## src/hw/host_port_pkg.sv

```systemverilog
// shared constants, codes and carriers of the host/dma pin interface
package host_port_pkg;

   // -------------------------------------------------------------
   // register addresses seen by this interface
   // -------------------------------------------------------------
   localparam logic [3:0] REG_FIFO = 4'h2;
   localparam logic [3:0] REG_INT_CAUSE = 4'h5;

   // -------------------------------------------------------------
   // bus configuration strap codes {bus_config_pins[1:0]}
   // -------------------------------------------------------------
   localparam logic [1:0] BUS_CONFIG_PINS_SINGLE8 = 2'h0;
   localparam logic [1:0] BUS_CONFIG_PINS_SINGLE16 = 2'h1;
   localparam logic [1:0] BUS_CONFIG_PINS_DUAL_MUX = 2'h2;
   localparam logic [1:0] BUS_CONFIG_PINS_DUAL_SEP = 2'h3;

   // -------------------------------------------------------------
   // byte lane codes {upper_lane_enable, lower_lane_select}
   // -------------------------------------------------------------
   localparam logic [1:0] LANE_LOWER = 2'h0;
   localparam logic [1:0] LANE_RSVD = 2'h1;
   localparam logic [1:0] LANE_FULL = 2'h2;
   localparam logic [1:0] LANE_UPPER = 2'h3;

   // -------------------------------------------------------------
   // fifo occupancy thresholds, in bytes
   // -------------------------------------------------------------
   localparam logic [4:0] FIFO_BYTES = 5'h10;
   localparam logic [4:0] NEED_BYTE = 5'h01;
   localparam logic [4:0] NEED_WORD = 5'h02;

   // -------------------------------------------------------------
   // pin bundles and reset values
   // -------------------------------------------------------------
   typedef struct packed {
      logic [1:0] bus_config_pins;
      logic diff_mode_select_n;
      logic chip_sel_n;
      logic read_strobe_n;
      logic write_strobe_n;
      logic dma_grant_in_n;
      logic dma_write_strobe_n;
      logic latch_a3;
      logic dma_read_strobe_a2;
      logic upper_lane_enable_a1;
      logic lower_lane_select_a0;
      logic [7:0] host_ad;
      logic [15:0] dma_data;
      logic [1:0] dma_parity_lanes;
   } host_pins_t;

   // active-low pins idle high, everything else low
   localparam logic [37:0] HOST_PINS_IDLE = 38'h0FD0000000;
   // scsi lines are active low, so idle is all ones
   localparam logic [11:0] SCSI_PINS_IDLE = 12'hFFF;

   typedef struct packed {
      logic [15:0] data;
      logic [1:0] parity;
      logic [1:0] lanes;
      logic parity_ok;
   } fifo_word_t;

   typedef struct packed {
      logic en;
      logic parity;
      logic [7:0] data;
   } scsi_tx_t;

endpackage

```

## src/hw/host_dma_bus_interface.sv

```systemverilog
// host, dma and scsi pin interface of the protocol controller
//
// Contract
// - bus_config_pins pick one of four bus arrangements.
// - multiplexed dual bus latches address from AD on latch falling edge.
// - other arrangements use the shared pins as register address 3..0.
// - multiplexed dual bus uses active-low dma read strobe for dma reads.
// - in multiplexed dual bus lane pins pick upper, full, lower; upper-low/lower-high reserved.
// - toward memory, request held while fifo holds a word or byte.
// - from memory, request held while fifo has room for word or byte.
// - dma write strobe with grant loads dma data and parity into fifo.
// - read strobe drives register data with chip select, fifo data with grant.
// - write strobe with chip select loads register from AD or dma bus.
// - chip select reaches every register; address used only with it.
// - AD bus used only in dual bus; address plus data when multiplexed.
// - open-drain active-low interrupt registered on rising clock edge.
// - interrupt clears on cause-register read or device reset, not scsi.
// - differential mode: data bidirectional, drive pins are directions.
// - single-ended mode: data lines input, drive pins open-drain outputs.
// - phase lines driven as target, sampled as initiator.
// - each dma lane has its own odd parity bit.
`timescale 1ns/1ps
module host_dma_bus_interface
   import host_port_pkg::*;
(
   input wire logic sys_clk,
   input wire logic srst,
   input wire logic ce,
   // host and dma pins
   input wire host_port_pkg::host_pins_t host_pins,
   output logic [7:0] host_ad_o,
   output logic host_ad_oe,
   output logic [15:0] dma_data_o,
   output logic [1:0] dma_parity_lanes_o,
   output logic dma_data_oe,
   output logic dma_request_out,
   output logic dma_request_oe,
   output logic int_n_o,
   output logic int_n_oe,
   // scsi pins
   input wire logic [7:0] scsi_data_lines_i,
   input wire logic scsi_parity_line_i,
   input wire logic [2:0] phase_lines_i,
   output logic [7:0] scsi_data_lines_o,
   output logic scsi_parity_line_o,
   output logic [8:0] scsi_data_lines_oe,
   output logic [7:0] scsi_data_drive_o,
   output logic scsi_parity_drive_o,
   output logic [8:0] scsi_data_drive_oe,
   output logic [2:0] phase_lines_o,
   output logic [2:0] phase_lines_oe,
   // register side of the core
   output logic [3:0] reg_addr,
   output logic [7:0] reg_wdata,
   output logic reg_wr,
   output logic reg_rd,
   input wire logic [7:0] reg_rdata,
   // fifo side of the core
   output host_port_pkg::fifo_word_t fifo_push_word,
   output logic fifo_push,
   output logic fifo_pop,
   output logic [1:0] fifo_pop_lanes,
   input wire logic [15:0] fifo_rdata,
   input wire logic [4:0] fifo_bytes,
   input wire logic dma_active,
   input wire logic dma_to_memory,
   // core control and status
   input wire logic int_event,
   input wire logic soft_reset,
   input wire logic target_mode,
   input wire host_port_pkg::scsi_tx_t scsi_tx,
   input wire logic [2:0] phase_tx,
   output logic [8:0] scsi_rx,
   output logic [2:0] phase_rx,
   output logic [1:0] bus_mode,
   output logic diff_mode
);
   // ----------------------------------------------------------------
   // helpers
   // ----------------------------------------------------------------
   function automatic logic odd_parity(input logic [7:0] b);
      odd_parity = ~^b;
   endfunction

   function automatic logic [1:0] lanes_of(input logic [1:0] mode,
                                           input logic hi,
                                           input logic lo);
      if (mode == BUS_CONFIG_PINS_DUAL_MUX) begin
         lanes_of = {hi, lo};
      end else if (mode == BUS_CONFIG_PINS_SINGLE8) begin
         lanes_of = LANE_LOWER;
      end else begin
         lanes_of = LANE_FULL;
      end
   endfunction

   // ----------------------------------------------------------------
   // pin synchronisers
   // ----------------------------------------------------------------
   host_pins_t hp;
   logic [37:0] hp_raw;
   logic [11:0] sc_raw;

   pin_sync3 #(.W(38), .INIT(HOST_PINS_IDLE)) u_host_sync (
      .sys_clk(sys_clk),
      .srst(srst),
      .ce(ce),
      .pin_in(host_pins),
      .pin_out(hp_raw)
   );

   pin_sync3 #(.W(12), .INIT(SCSI_PINS_IDLE)) u_scsi_sync (
      .sys_clk(sys_clk),
      .srst(srst),
      .ce(ce),
      .pin_in({phase_lines_i, scsi_parity_line_i, scsi_data_lines_i}),
      .pin_out(sc_raw)
   );

   assign hp = host_pins_t'(hp_raw);

   // ----------------------------------------------------------------
   // arrangement decode
   // ----------------------------------------------------------------
   wire [1:0] mode_w = hp.bus_config_pins;
   wire mux_w = (mode_w == BUS_CONFIG_PINS_DUAL_MUX);
   wire dual_w = mode_w[1];
   wire cs_w = ~hp.chip_sel_n;
   wire grant_w = ~hp.dma_grant_in_n;
   wire rd_w = ~hp.read_strobe_n;
   wire wr_w = ~hp.write_strobe_n;
   wire dwr_w = ~hp.dma_write_strobe_n;
   // in the multiplexed mode pin a2 is the active-low dma read strobe
   wire drd_w = mux_w & ~hp.dma_read_strobe_a2;
   wire [3:0] pin_addr_w = {hp.latch_a3, hp.dma_read_strobe_a2,
                            hp.upper_lane_enable_a1,
                            hp.lower_lane_select_a0};
   wire [1:0] lanes_w = lanes_of(mode_w, hp.upper_lane_enable_a1,
                                 hp.lower_lane_select_a0);
   wire lanes_ok_w = (lanes_w != LANE_RSVD);
   wire byte_mode_w = (lanes_w != LANE_FULL);

   // ----------------------------------------------------------------
   // access levels and their edges
   // ----------------------------------------------------------------
   logic [3:0] addr_q;
   logic ale_prev_q;
   wire [3:0] addr_w = mux_w ? addr_q : pin_addr_w;
   wire reg_rd_lvl = cs_w & rd_w;
   wire reg_wr_lvl = cs_w & wr_w;
   wire fifo_rd_lvl = grant_w & (rd_w | drd_w) & ~cs_w;
   wire fifo_wr_lvl = grant_w & dwr_w;
   // in dual bus, grant next to a chip select read to a non-fifo register stays legal
   wire dual_fifo_rd_lvl = grant_w & (rd_w | drd_w) & dual_w
                           & (~cs_w | addr_w != REG_FIFO);

   logic reg_rd_prev_q;
   logic reg_wr_prev_q;
   logic fifo_rd_prev_q;
   logic fifo_wr_prev_q;
   wire dfr_lvl = fifo_rd_lvl | dual_fifo_rd_lvl;
   wire reg_rd_start = reg_rd_lvl & ~reg_rd_prev_q;
   wire reg_wr_end = ~reg_wr_lvl & reg_wr_prev_q;
   wire fifo_rd_start = dfr_lvl & ~fifo_rd_prev_q & lanes_ok_w;
   wire fifo_wr_end = ~fifo_wr_lvl & fifo_wr_prev_q;
   wire ale_fall = ~hp.latch_a3 & ale_prev_q & mux_w;

   always_ff @(posedge sys_clk) begin
      if (srst) begin
         reg_rd_prev_q <= 1'b0;
         reg_wr_prev_q <= 1'b0;
         fifo_rd_prev_q <= 1'b0;
         fifo_wr_prev_q <= 1'b0;
         ale_prev_q <= 1'b0;
      end else if (ce) begin
         reg_rd_prev_q <= reg_rd_lvl;
         reg_wr_prev_q <= reg_wr_lvl;
         fifo_rd_prev_q <= dfr_lvl;
         fifo_wr_prev_q <= fifo_wr_lvl;
         ale_prev_q <= hp.latch_a3;
      end
   end

   // ----------------------------------------------------------------
   // address latch for the multiplexed host bus
   // ----------------------------------------------------------------
   always_ff @(posedge sys_clk) begin
      if (srst) begin
         addr_q <= 4'h0;
      end else if (ce && ale_fall) begin
         addr_q <= hp.host_ad[3:0];
      end
   end

   // ----------------------------------------------------------------
   // write capture: data follows the bus while the strobe is low and
   // commits on release, so the host only needs hold up to its edge
   // ----------------------------------------------------------------
   logic [7:0] wdata_q;
   logic [3:0] waddr_q;
   fifo_word_t fw_q;
   wire [7:0] host_wd_w = dual_w ? hp.host_ad : hp.dma_data[7:0];
   wire [1:0] par_ok_w = {odd_parity(hp.dma_data[15:8])
                          == hp.dma_parity_lanes[1],
                          odd_parity(hp.dma_data[7:0])
                          == hp.dma_parity_lanes[0]};
   wire par_good_w = (lanes_w == LANE_UPPER) ? par_ok_w[1] :
                     (lanes_w == LANE_LOWER) ? par_ok_w[0] : &par_ok_w;

   always_ff @(posedge sys_clk) begin
      if (srst) begin
         wdata_q <= 8'h00;
         waddr_q <= 4'h0;
         fw_q <= '0;
      end else if (ce) begin
         if (reg_wr_lvl) begin
            wdata_q <= host_wd_w;
            waddr_q <= addr_w;
         end
         if (fifo_wr_lvl) begin
            fw_q.data <= hp.dma_data;
            fw_q.parity <= hp.dma_parity_lanes;
            fw_q.lanes <= lanes_w;
            fw_q.parity_ok <= par_good_w;
         end
      end
   end

   // ----------------------------------------------------------------
   // core strobes
   // ----------------------------------------------------------------
   logic [3:0] reg_addr_q;
   logic reg_wr_q;
   logic reg_rd_q;
   logic fifo_push_q;
   logic fifo_pop_q;
   logic [1:0] pop_lanes_q;

   always_ff @(posedge sys_clk) begin
      if (srst) begin
         reg_addr_q <= 4'h0;
         reg_wr_q <= 1'b0;
         reg_rd_q <= 1'b0;
         fifo_push_q <= 1'b0;
         fifo_pop_q <= 1'b0;
         pop_lanes_q <= LANE_FULL;
      end else if (ce) begin
         reg_wr_q <= reg_wr_end;
         reg_rd_q <= reg_rd_start;
         reg_addr_q <= reg_wr_end ? waddr_q :
                       (reg_rd_start ? addr_w : reg_addr_q);
         // a reserved lane code moves nothing
         fifo_push_q <= fifo_wr_end & (fw_q.lanes != LANE_RSVD);
         fifo_pop_q <= fifo_rd_start;
         if (fifo_rd_start) begin
            pop_lanes_q <= lanes_w;
         end
      end
   end

   assign reg_addr = reg_addr_q;
   assign reg_wdata = wdata_q;
   assign reg_wr = reg_wr_q;
   assign reg_rd = reg_rd_q;
   assign fifo_push = fifo_push_q;
   assign fifo_push_word = fw_q;
   assign fifo_pop = fifo_pop_q;
   assign fifo_pop_lanes = pop_lanes_q;

   // ----------------------------------------------------------------
   // read data paths; the core answers in the same cycle as the strobe
   // ----------------------------------------------------------------
   logic [7:0] rdata_q;
   logic [15:0] dma_out_q;
   logic [1:0] dpar_out_q;

   always_ff @(posedge sys_clk) begin
      if (srst) begin
         rdata_q <= 8'h00;
         dma_out_q <= 16'h0000;
         dpar_out_q <= 2'h0;
      end else if (ce) begin
         if (reg_rd_q) begin
            rdata_q <= reg_rdata;
         end
         if (fifo_pop_q) begin
            dma_out_q <= fifo_rdata;
            dpar_out_q <= {odd_parity(fifo_rdata[15:8]),
                           odd_parity(fifo_rdata[7:0])};
         end
      end
   end

   assign host_ad_o = rdata_q;
   assign host_ad_oe = reg_rd_lvl & dual_w;
   assign dma_data_o = dfr_lvl ? dma_out_q : {8'h00, rdata_q};
   assign dma_parity_lanes_o = dfr_lvl ? dpar_out_q
                               : {1'b0, odd_parity(rdata_q)};
   assign dma_data_oe = dfr_lvl | (reg_rd_lvl & ~dual_w);

   // ----------------------------------------------------------------
   // dma request
   // ----------------------------------------------------------------
   logic dma_request_out_q;
   wire [4:0] need_w = byte_mode_w ? NEED_BYTE : NEED_WORD;
   wire [4:0] room_w = FIFO_BYTES - fifo_bytes;
   wire dma_request_out_d = dma_active & (dma_to_memory ? (fifo_bytes >= need_w)
                                             : (room_w >= need_w));

   always_ff @(posedge sys_clk) begin
      if (srst) begin
         dma_request_out_q <= 1'b0;
      end else if (ce) begin
         dma_request_out_q <= dma_request_out_d;
      end
   end

   assign dma_request_out = dma_request_out_q;
   assign dma_request_oe = dma_active;

   // ----------------------------------------------------------------
   // interrupt flag: a new cause beats a clearing read in one cycle
   // ----------------------------------------------------------------
   logic int_q;
   wire int_clr = (reg_rd_q & reg_addr_q == REG_INT_CAUSE) | soft_reset;

   always_ff @(posedge sys_clk) begin
      if (srst) begin
         int_q <= 1'b0;
      end else if (ce) begin
         int_q <= int_event | (int_q & ~int_clr);
      end
   end

   assign int_n_o = 1'b0;
   assign int_n_oe = int_q;

   // ----------------------------------------------------------------
   // scsi data, parity and phase pins (all active low on the wire)
   // ----------------------------------------------------------------
   logic [8:0] sd_o_q;
   logic [8:0] sd_oe_q;
   logic [8:0] sdc_o_q;
   logic [8:0] sdc_oe_q;
   logic [2:0] ph_o_q;
   logic [2:0] ph_oe_q;
   wire diff_w = ~hp.diff_mode_select_n;
   wire [8:0] tx_w = {scsi_tx.parity, scsi_tx.data};

   always_ff @(posedge sys_clk) begin
      if (srst) begin
         sd_o_q <= 9'h000;
         sd_oe_q <= 9'h000;
         sdc_o_q <= 9'h000;
         sdc_oe_q <= 9'h000;
         ph_o_q <= 3'h0;
         ph_oe_q <= 3'h0;
      end else if (ce) begin
         if (diff_w) begin
            sd_o_q <= ~tx_w;
            sd_oe_q <= {9{scsi_tx.en}};
            sdc_o_q <= {9{scsi_tx.en}};
            sdc_oe_q <= 9'h1FF;
         end else begin
            // open drain: pull low only for asserted bits
            sd_o_q <= 9'h000;
            sd_oe_q <= 9'h000;
            sdc_o_q <= 9'h000;
            sdc_oe_q <= scsi_tx.en ? tx_w : 9'h000;
         end
         ph_o_q <= ~phase_tx;
         ph_oe_q <= {3{target_mode}};
      end
   end

   assign scsi_data_lines_o = sd_o_q[7:0];
   assign scsi_parity_line_o = sd_o_q[8];
   assign scsi_data_lines_oe = sd_oe_q;
   assign scsi_data_drive_o = sdc_o_q[7:0];
   assign scsi_parity_drive_o = sdc_o_q[8];
   assign scsi_data_drive_oe = sdc_oe_q;
   assign phase_lines_o = ph_o_q;
   assign phase_lines_oe = ph_oe_q;
   assign scsi_rx = ~sc_raw[8:0];
   // as initiator the phase lines are read; as target they echo back
   assign phase_rx = ~sc_raw[11:9];
   assign bus_mode = mode_w;
   assign diff_mode = diff_w;
endmodule

```

## src/hw/pin_sync3.sv

```systemverilog
// three-stage pin synchroniser that accepts a change once stages agree
`timescale 1ns/1ps
module pin_sync3 #(
   parameter int W = 8,
   parameter logic [W-1:0] INIT = '0
) (
   input wire logic sys_clk,
   input wire logic srst,
   input wire logic ce,
   input wire logic [W-1:0] pin_in,
   output logic [W-1:0] pin_out
);
   logic [W-1:0] s1_q;
   logic [W-1:0] s2_q;
   logic [W-1:0] s3_q;
   logic [W-1:0] out_d;

   // ----------------------------------------------------------------
   // per bit: take the new level only when stage two and three agree
   // ----------------------------------------------------------------
   assign out_d = (s2_q & s3_q) | (pin_out & (s2_q ^ s3_q));

   always_ff @(posedge sys_clk) begin
      if (srst) begin
         s1_q <= INIT;
         s2_q <= INIT;
         s3_q <= INIT;
         pin_out <= INIT;
      end else if (ce) begin
         s1_q <= pin_in;
         s2_q <= s1_q;
         s3_q <= s2_q;
         pin_out <= out_d;
      end
   end
endmodule

```

## config.mk

```make
export PLATFORM = sky130hd
export DESIGN_NAME = host_dma_bus_interface
export DESIGN_NICKNAME = d
export VERILOG_FILES = /design/src/hw/host_port_pkg.sv /design/src/hw/host_dma_bus_interface.sv /design/src/hw/pin_sync3.sv
export SDC_FILE = /design/constraint.sdc
export NUM_CORES = 1
export LEC_CHECK = 0
export BUFFER_PORTS_ARGS = -buffer_cell sky130_fd_sc_hd__buf_4
export CORE_ASPECT_RATIO = 1.25
export CORE_MARGIN = 2
export CORE_UTILIZATION = 56
export CTS_CLUSTER_DIAMETER = 30
export DETAILED_ROUTE_END_ITERATION = 10
export PLACE_DENSITY = 0.8
export SYNTH_ARGS = -nofsm -noshare
export SYNTH_HDL_FRONTEND = slang
export SYNTH_SLANG_ARGS = --single-unit
```

## constraint.sdc

```tcl
create_clock -name sys_clk -period 2.8 [get_ports sys_clk]
set_input_delay 0.42 -clock sys_clk [delete_from_list [all_inputs] [get_ports sys_clk]]
set_output_delay 0.42 -clock sys_clk [all_outputs]
set_load 0.005 [all_outputs]
```

Yosys cells after proc, flatten, opt, wreduce, memory -nomap -nowiden --
Cells that the tools add are included. W data, S select, Z words.
Word-level totals: word-level logic and storage cells 133, output and inout bits 128, input bits 100, register bits 311
Operators by class: equal/unequal tests 9, $lt $le $gt $ge 2, reduce and logical (&&, ||, !) cells 16, multiplexer cells 16, $add $sub $neg 1, bitwise logic cells 53
Operators with widths (count):
- $and A38 B38 Y38 | 2
- $reduce_xnor A8 Y1 | 5
- $or A38 B38 Y38 | 1
- $xor A38 B38 Y38 | 1
- $mux W9 | 4
- $and A12 B12 Y12 | 2
- $and A1 B1 Y1 | 21
- $not A9 Y9 | 2
- $mux W16 | 1
- $not A1 Y1 | 14
- $reduce_and A2 Y1 | 7
- $mux W4 | 3
- $or A12 B12 Y12 | 1
- $xor A12 B12 Y12 | 1
- $ge A5 B2 Y1 | 2
- $mux W2 | 4
- $mux W8 | 1
- $not A3 Y3 | 2
- $or A1 B1 Y1 | 6
- $sub A5 B5 Y5 const A | 1
- $eq A2 B2 Y1 const B | 2
- $eq A4 B3 Y1 const B | 1
- $logic_not A2 Y1 | 2
- $ne A2 B1 Y1 const B | 2
- 6 further kinds | 9

Depth between registers and ports, before layout --
word-level depth 10, mapped depth 10, mapped depth without buffers 9

Cells and area by module --
From an unflattened synthesis, not the netlist that was laid out.
Unflattened totals: cell total of the unflattened synthesis 1359, area, all modules 12897.4 µm²
Modules (own cells, without submodules):
- pin_sync3 (u_host_sync) | sequential area each 3042.9 µm², times used 1, area an instance 6185.9 µm², cells each 599
- host_dma_bus_interface | sequential area each 2062.0 µm², times used 1, area an instance 4794.6 µm², cells each 589
- pin_sync3 (u_scsi_sync) | sequential area each 960.9 µm², times used 1, area an instance 1916.8 µm², cells each 171

Worst setup path before layout --
OpenSTA, ideal clock, no wires.
path type reg2reg, start register u_host_sync.pin_out[37], end register dma_request_out_q (netlist: dma_request_out), path slack 645 ps, arrival 2035 ps, period minus slack after synthesis 2155 ps, data required time 2680 ps, cell stages (with the launch flop) 11, buffers on the path 1, library setup time 120 ps, cell sequence dfxtp_1 buf_4 nor2b_1 nand2_1 nand2b_1 ha_1 nor2b_1 nor2_1 nor4b_1 o41ai_1 a211o_1
On the way: word-level cells in the longest chain between the ends 8, elaborated cells between the ends (all ways) 10
RTL lines:
- start, declared | RTL line pin_sync3.sv:11 | output logic [W-1:0] pin_out
- start signal, assigned | RTL line pin_sync3.sv:33 | pin_out <= out_d;
- $logic_not A2 Y1 | RTL line host_dma_bus_interface.sv:90 | end else if (mode == BUS_CONFIG_PINS_SINGLE8) begin
- $mux W2 | RTL line host_dma_bus_interface.sv:90
- $mux W2 (*) | RTL line host_dma_bus_interface.sv:88 | if (mode == BUS_CONFIG_PINS_DUAL_MUX) begin
- $ne A2 B2 Y1 (*) | RTL line host_dma_bus_interface.sv:141 | wire byte_mode_w = (lanes_w != LANE_FULL);
- $mux W2 (*) | RTL line host_dma_bus_interface.sv:305 | wire [4:0] need_w = byte_mode_w ? NEED_BYTE : NEED_WORD;
- $ge A5 B2 Y1, on equally long branches | RTL line host_dma_bus_interface.sv:308, host_dma_bus_interface.sv:307
- $mux W1 (*) | RTL line host_dma_bus_interface.sv:307 | wire dma_request_out_d = dma_active & (dma_to_memory ? (fifo_bytes >= need_w)
- $and A1 B1 Y1 (*) | RTL line host_dma_bus_interface.sv:307
- end signal, assigned | RTL line host_dma_bus_interface.sv:314 | dma_request_out_q <= dma_request_out_d;
- end, declared | RTL line host_dma_bus_interface.sv:304 | logic dma_request_out_q;
Every way passes the cells marked *; elsewhere a longest branch is shown, timed or not. A chain may end at the register's enable or synchronous reset.

Final worst setup path --
start register u_host_sync.pin_out[36], end output dma_data_o[6]
On the way: word-level cells in the longest chain between the ends 8, elaborated cells between the ends (all ways) 12
RTL lines:
- $eq A2 B2 Y1 (*) | RTL line host_dma_bus_interface.sv:126 | wire mux_w = (mode_w == BUS_CONFIG_PINS_DUAL_MUX);
- $and A1 B1 Y1 | RTL line host_dma_bus_interface.sv:134 | wire drd_w = mux_w & ~hp.dma_read_strobe_a2;
- $or A1 B1 Y1 | RTL line host_dma_bus_interface.sv:151, host_dma_bus_interface.sv:154
- $and A1 B1 Y1 | RTL line host_dma_bus_interface.sv:151, host_dma_bus_interface.sv:154
- $and A1 B1 Y1 | RTL line host_dma_bus_interface.sv:154 | wire dual_fifo_rd_lvl = grant_w & (rd_w | drd_w) & dual_w
- $and A1 B1 Y1 | RTL line host_dma_bus_interface.sv:155 | & (~cs_w | addr_w != REG_FIFO);
- $or A1 B1 Y1 (*) | RTL line host_dma_bus_interface.sv:161 | wire dfr_lvl = fifo_rd_lvl | dual_fifo_rd_lvl;
- $mux W16 (*) | RTL line host_dma_bus_interface.sv:296 | assign dma_data_o = dfr_lvl ? dma_out_q : {8'h00, rdata_q};
- end, declared | RTL line host_dma_bus_interface.sv:33 | output logic [15:0] dma_data_o,
Marked as above.

==> impl_metrics.json <==
{
  "crit_path_cell_trace": "or3b_1 -> a21oi_2 -> and2_4 -> mux2_4 -> buf_4",
  "m1_gr_usage_pct": 28.4,
  "met2_usage_pct": 41.7,
  "drv.max_cap_violation_count": 0,
  "groute.usage.overall_pct": 23.7,
  "grt_overflow_total": 0,
  "worstSetupStartpointType": "register",
  "syn_avg_cell_area_um2": 9.26,
  "drt_first_pass_iters": 5,
  "min_path_type": "in -> reg",
  "cts_tree": "built",
  "grt-busiest-layer": "met2",
  "grt_pass1_wl_mm": 45.4,
  "whs_ns": 0.0679,
  "antenna-diode-count": 0,
  "grt_setup_unrepaired": "no",
  "max_freq_mhz": 378,
  "finish.utilization_pct": 71.8,
  "async_reset_ff_share_pct": 0,
  "grt_pass1_vias": 9441,
  "initial_utilization_pct": 56.4,
  "timing.hold.worst.start": "phase_tx[1]",
  "avgRoutedWirePerCell_um": 15.6,
  "total_of_flip_flops_plus_latches_after_synthesis": 303,
  "synthCells": 1344,
  "path_delay_family": "simple AND/OR/NAND/NOR gates",
  "synthesis.nets": 1498,
  "report.final.slew_viol_count": 0,
  "routed-via-count": 9862,
  "drc": 0,
  "antenna_violations_before_repair": 0,
  "grtUsageMet3_pct": 3.97,
  "clock_sink_count": 303,
  "finalWeightedCongestion": 0.877,
  "ctsRootBufferMaster": "sky130_fd_sc_hd__clkbuf_16",
  "total_number_of_placement_rows": 61,
  "tightestPinTransition_ns": 0.764,
  "totalPowerFinal_uw": 11400,
  "grt_start_max_net_pins": 148,
  "netlist-cell-type-count": 47,
  "regToRegStartpoint": "u_host_sync.pin_out[37]$_SDFFE_PP0P_",
  "synthFlopType": "sky130_fd_sc_hd__dfxtp_1",
  "portBuffers": 226,
  "critical_path_arrival_ns": 2.23,
  "hold_viol_final": 0,
  "p_per_area_nw_per_um2": 722,
  "crit_path_max_fanout": 10,
  "cp.required_ns": 2.38,
  "number_of_cts_inserted_buffers": 45,
  "dp_hpwl_mm": 18.7,
  "slew-limit-headroom_pct": 49.1,
  "synth_sequential_area_ratio_pct": 48.7,
  "cts_max_path_buffers": 3,
  "synth_enable_flop_cells": 0,
  "fin_nets": 1676,
  "timing.reg2reg.worst_path_depth": 9,
  "h_tree_lvl_count": 2,
  "setup.worst_path.class": "reg -> out",
  "floorplan.die.width_um": 137,
  "die-height_um": 171,
  "worst_clock_skew_ns": 0.0160,
  "cellLeakagePower_uw": 0.00710,
  "cell_at_the_slowest_stage_of_the_critical_path": "sky130_fd_sc_hd__or3b_1",
  "drt_iter0_drc": 507,
  "antenna_violating_nets_post_route": 0,
  "finalWirelength_mm": 28.7,
  "synth_area_um2": 12400,
  "layout-drive-gt1-share_pct": 21.8,
  "placedCellCount": 1758,
  "yosys_warnings": 0,
  "post_route_fraction_of_the_period_consumed_by_the_critical_path_pct": 94.6,
  "vdd_ir_drop_max_uv": 621,
  "clk_pin_slew_ns": 0.06,
  "number_of_top_level_design_ports": 228,
  "critical_path.max_stage_delay_ns": 0.41,
  "timing.critical_path.from": "u_host_sync.pin_out[36]$_SDFFE_PP0P_",
  "worstPathBufferInverterCount": 1,
  "vias_per_cell": 5.36,
  "outcome": "finished, final reports clean",
  "fp.dieArea_um2": 23400,
  "clkLatencyLatePin_ns": 0.54,
  "holdPathStages": 2,
  "n_fill_cell": 1611,
  "critical_path_cell_count": 5,
  "layout_min_cycle_time_ns": 2.65,
  "buffer_count_from_post_cts_setup_fixing": 0,
  "synthToLayoutAreaGrowth_pct": 27.3,
  "setup_total_negative_slack_ns": 0,
  "timing.critical_path.to_type": "output port",
  "final-setup-viol-count": 0,
  "coreArea_um2": 22100,
  "stdcell_count": 1840
}
## cell usage after synthesis, drive strengths merged, types with 10 or more instances
cell type | instances | share of area [%]
ha | 54 | 5.4
a21oi | 133 | 5.4
nand2 | 200 | 6.0
and3 | 10 | 0.50
a211oi | 20 | 1.2
mux2i | 170 | 14
clkbuf | 47 | 1.4
o21ai | 57 | 2.3
nand3 | 13 | 0.52
dfxtp | 303 | 49
xnor2 | 30 | 2.1
buf | 61 | 2.8
nor3 | 15 | 0.64
inv | 21 | 0.63
nor2 | 164 | 4.9
## registers in the layout (all words and copies together), names as in the netlist, 4 cells and up
name,cells
u_host_sync.pin_out,38
addr_q,4
waddr_q,4
fifo_push_word,21
u_scsi_sync.s1_q,12
u_host_sync.s2_q,38
host_ad_o,8
u_host_sync.s1_q,38
u_scsi_sync.pin_out,12
reg_wdata,8
u_host_sync.s3_q,38
scsi_data_drive_oe,9
u_scsi_sync.s3_q,12
dma_out_q,16
sd_o_q,9
u_scsi_sync.s2_q,12
reg_addr,4
## layout by cell type, fill, tap and decap left out, types with 5 or more instances in the layout
cell type and instances:
sky130_fd_sc_hd__bufinv_16 12, sky130_fd_sc_hd__mux2_4 8, sky130_fd_sc_hd__and3_1 10, sky130_fd_sc_hd__clkbuf_16 45, sky130_fd_sc_hd__a211oi_1 20, sky130_fd_sc_hd__clkinv_2 5
sky130_fd_sc_hd__ha_1 54, sky130_fd_sc_hd__nand3_1 13, sky130_fd_sc_hd__a21oi_1 132, sky130_fd_sc_hd__dfxtp_1 303, sky130_fd_sc_hd__mux2i_1 170, sky130_fd_sc_hd__xnor2_1 30
sky130_fd_sc_hd__buf_4 234, sky130_fd_sc_hd__nand2_1 200, sky130_fd_sc_hd__clkinvlp_4 6, sky130_fd_sc_hd__nor3_1 13, sky130_fd_sc_hd__nor2_1 164, sky130_fd_sc_hd__o21ai_0 55
sky130_fd_sc_hd__inv_1 19
## report_power, final
group / switching, uW / total (uW) / leakage [uW] / internal, uW
sequential: 82.2 / 4520 / 0.00247 / 4440
combinational: 356 / 690 / 0.00382 / 335
clock: 2060 / 6230 / 0.000821 / 4170
total: 2500 / 11400 / 0.00710 / 8940
## final timing paths
| kind | slack (ns) | endpoint |
|---|---|---|
| setup / recovery | 0.15 | dma_data_o[6] |
| hold / removal | 0.07 | phase_lines_o[1]$_SDFFE_PP0P_ |
| setup reg to reg | 0.38 | dma_request_out$_SDFFE_PP0P_ |
| hold reg to reg | 0.45 | dma_out_q[15]$_SDFFE_PP0P_ |
## stage by stage
stage / cell area (um2) / setup slack, ns
detailed placement: 14100 / 0.428
floorplan: 12400 / 0.645
global placement: 14100 / 0.489
finish: 15800 / 0.152
global route: 15800 / 0.0786
CTS: 15800 / 0.0346
## repair_timing
action                     4_1_cts  5_1_grt
gates resized for setup          1        2
setup endpoints to repair        9        9
hold buffers                     0        0
## area by class of cell
type                    count  area [um2]  share of cell area [%]
well taps                 283         354                    2.24
clock buffers              48        1170                    7.37
inverters                  21        78.8                   0.498
repair buffers            239        1840                    11.6
multi-input cells         912        5780                    36.5
clock inverters            34         544                    3.44
flip-flops and latches    303        6070                    38.3
## routing by layer
metal,wire length (um),up-vias,part of all wire (%)
li1,-,4917,-
met1,12000,4613,42
met2,14300,263,50
met3,1400,69,4.9
met4,1020,0,3.5
met5,0,-,0
## cell families (layout without fill, tap and decap cells)
family | count (synthesis) | after routing | synth area share [%]
buffers and inverters | 129 | 342 | 4.89
adders and majority gates | 54 | 54 | 5.43
DFF | 303 | 303 | 48.7
other | 1 | 1 | 0.0301
xor gates and xnor gates | 35 | 35 | 2.68
and+or+nand+nor | 422 | 422 | 13.9
AOI/OAI and AO/OA | 222 | 222 | 9.71
muxes | 178 | 178 | 14.6
Note: power is estimated with default switching activity, not from simulation.
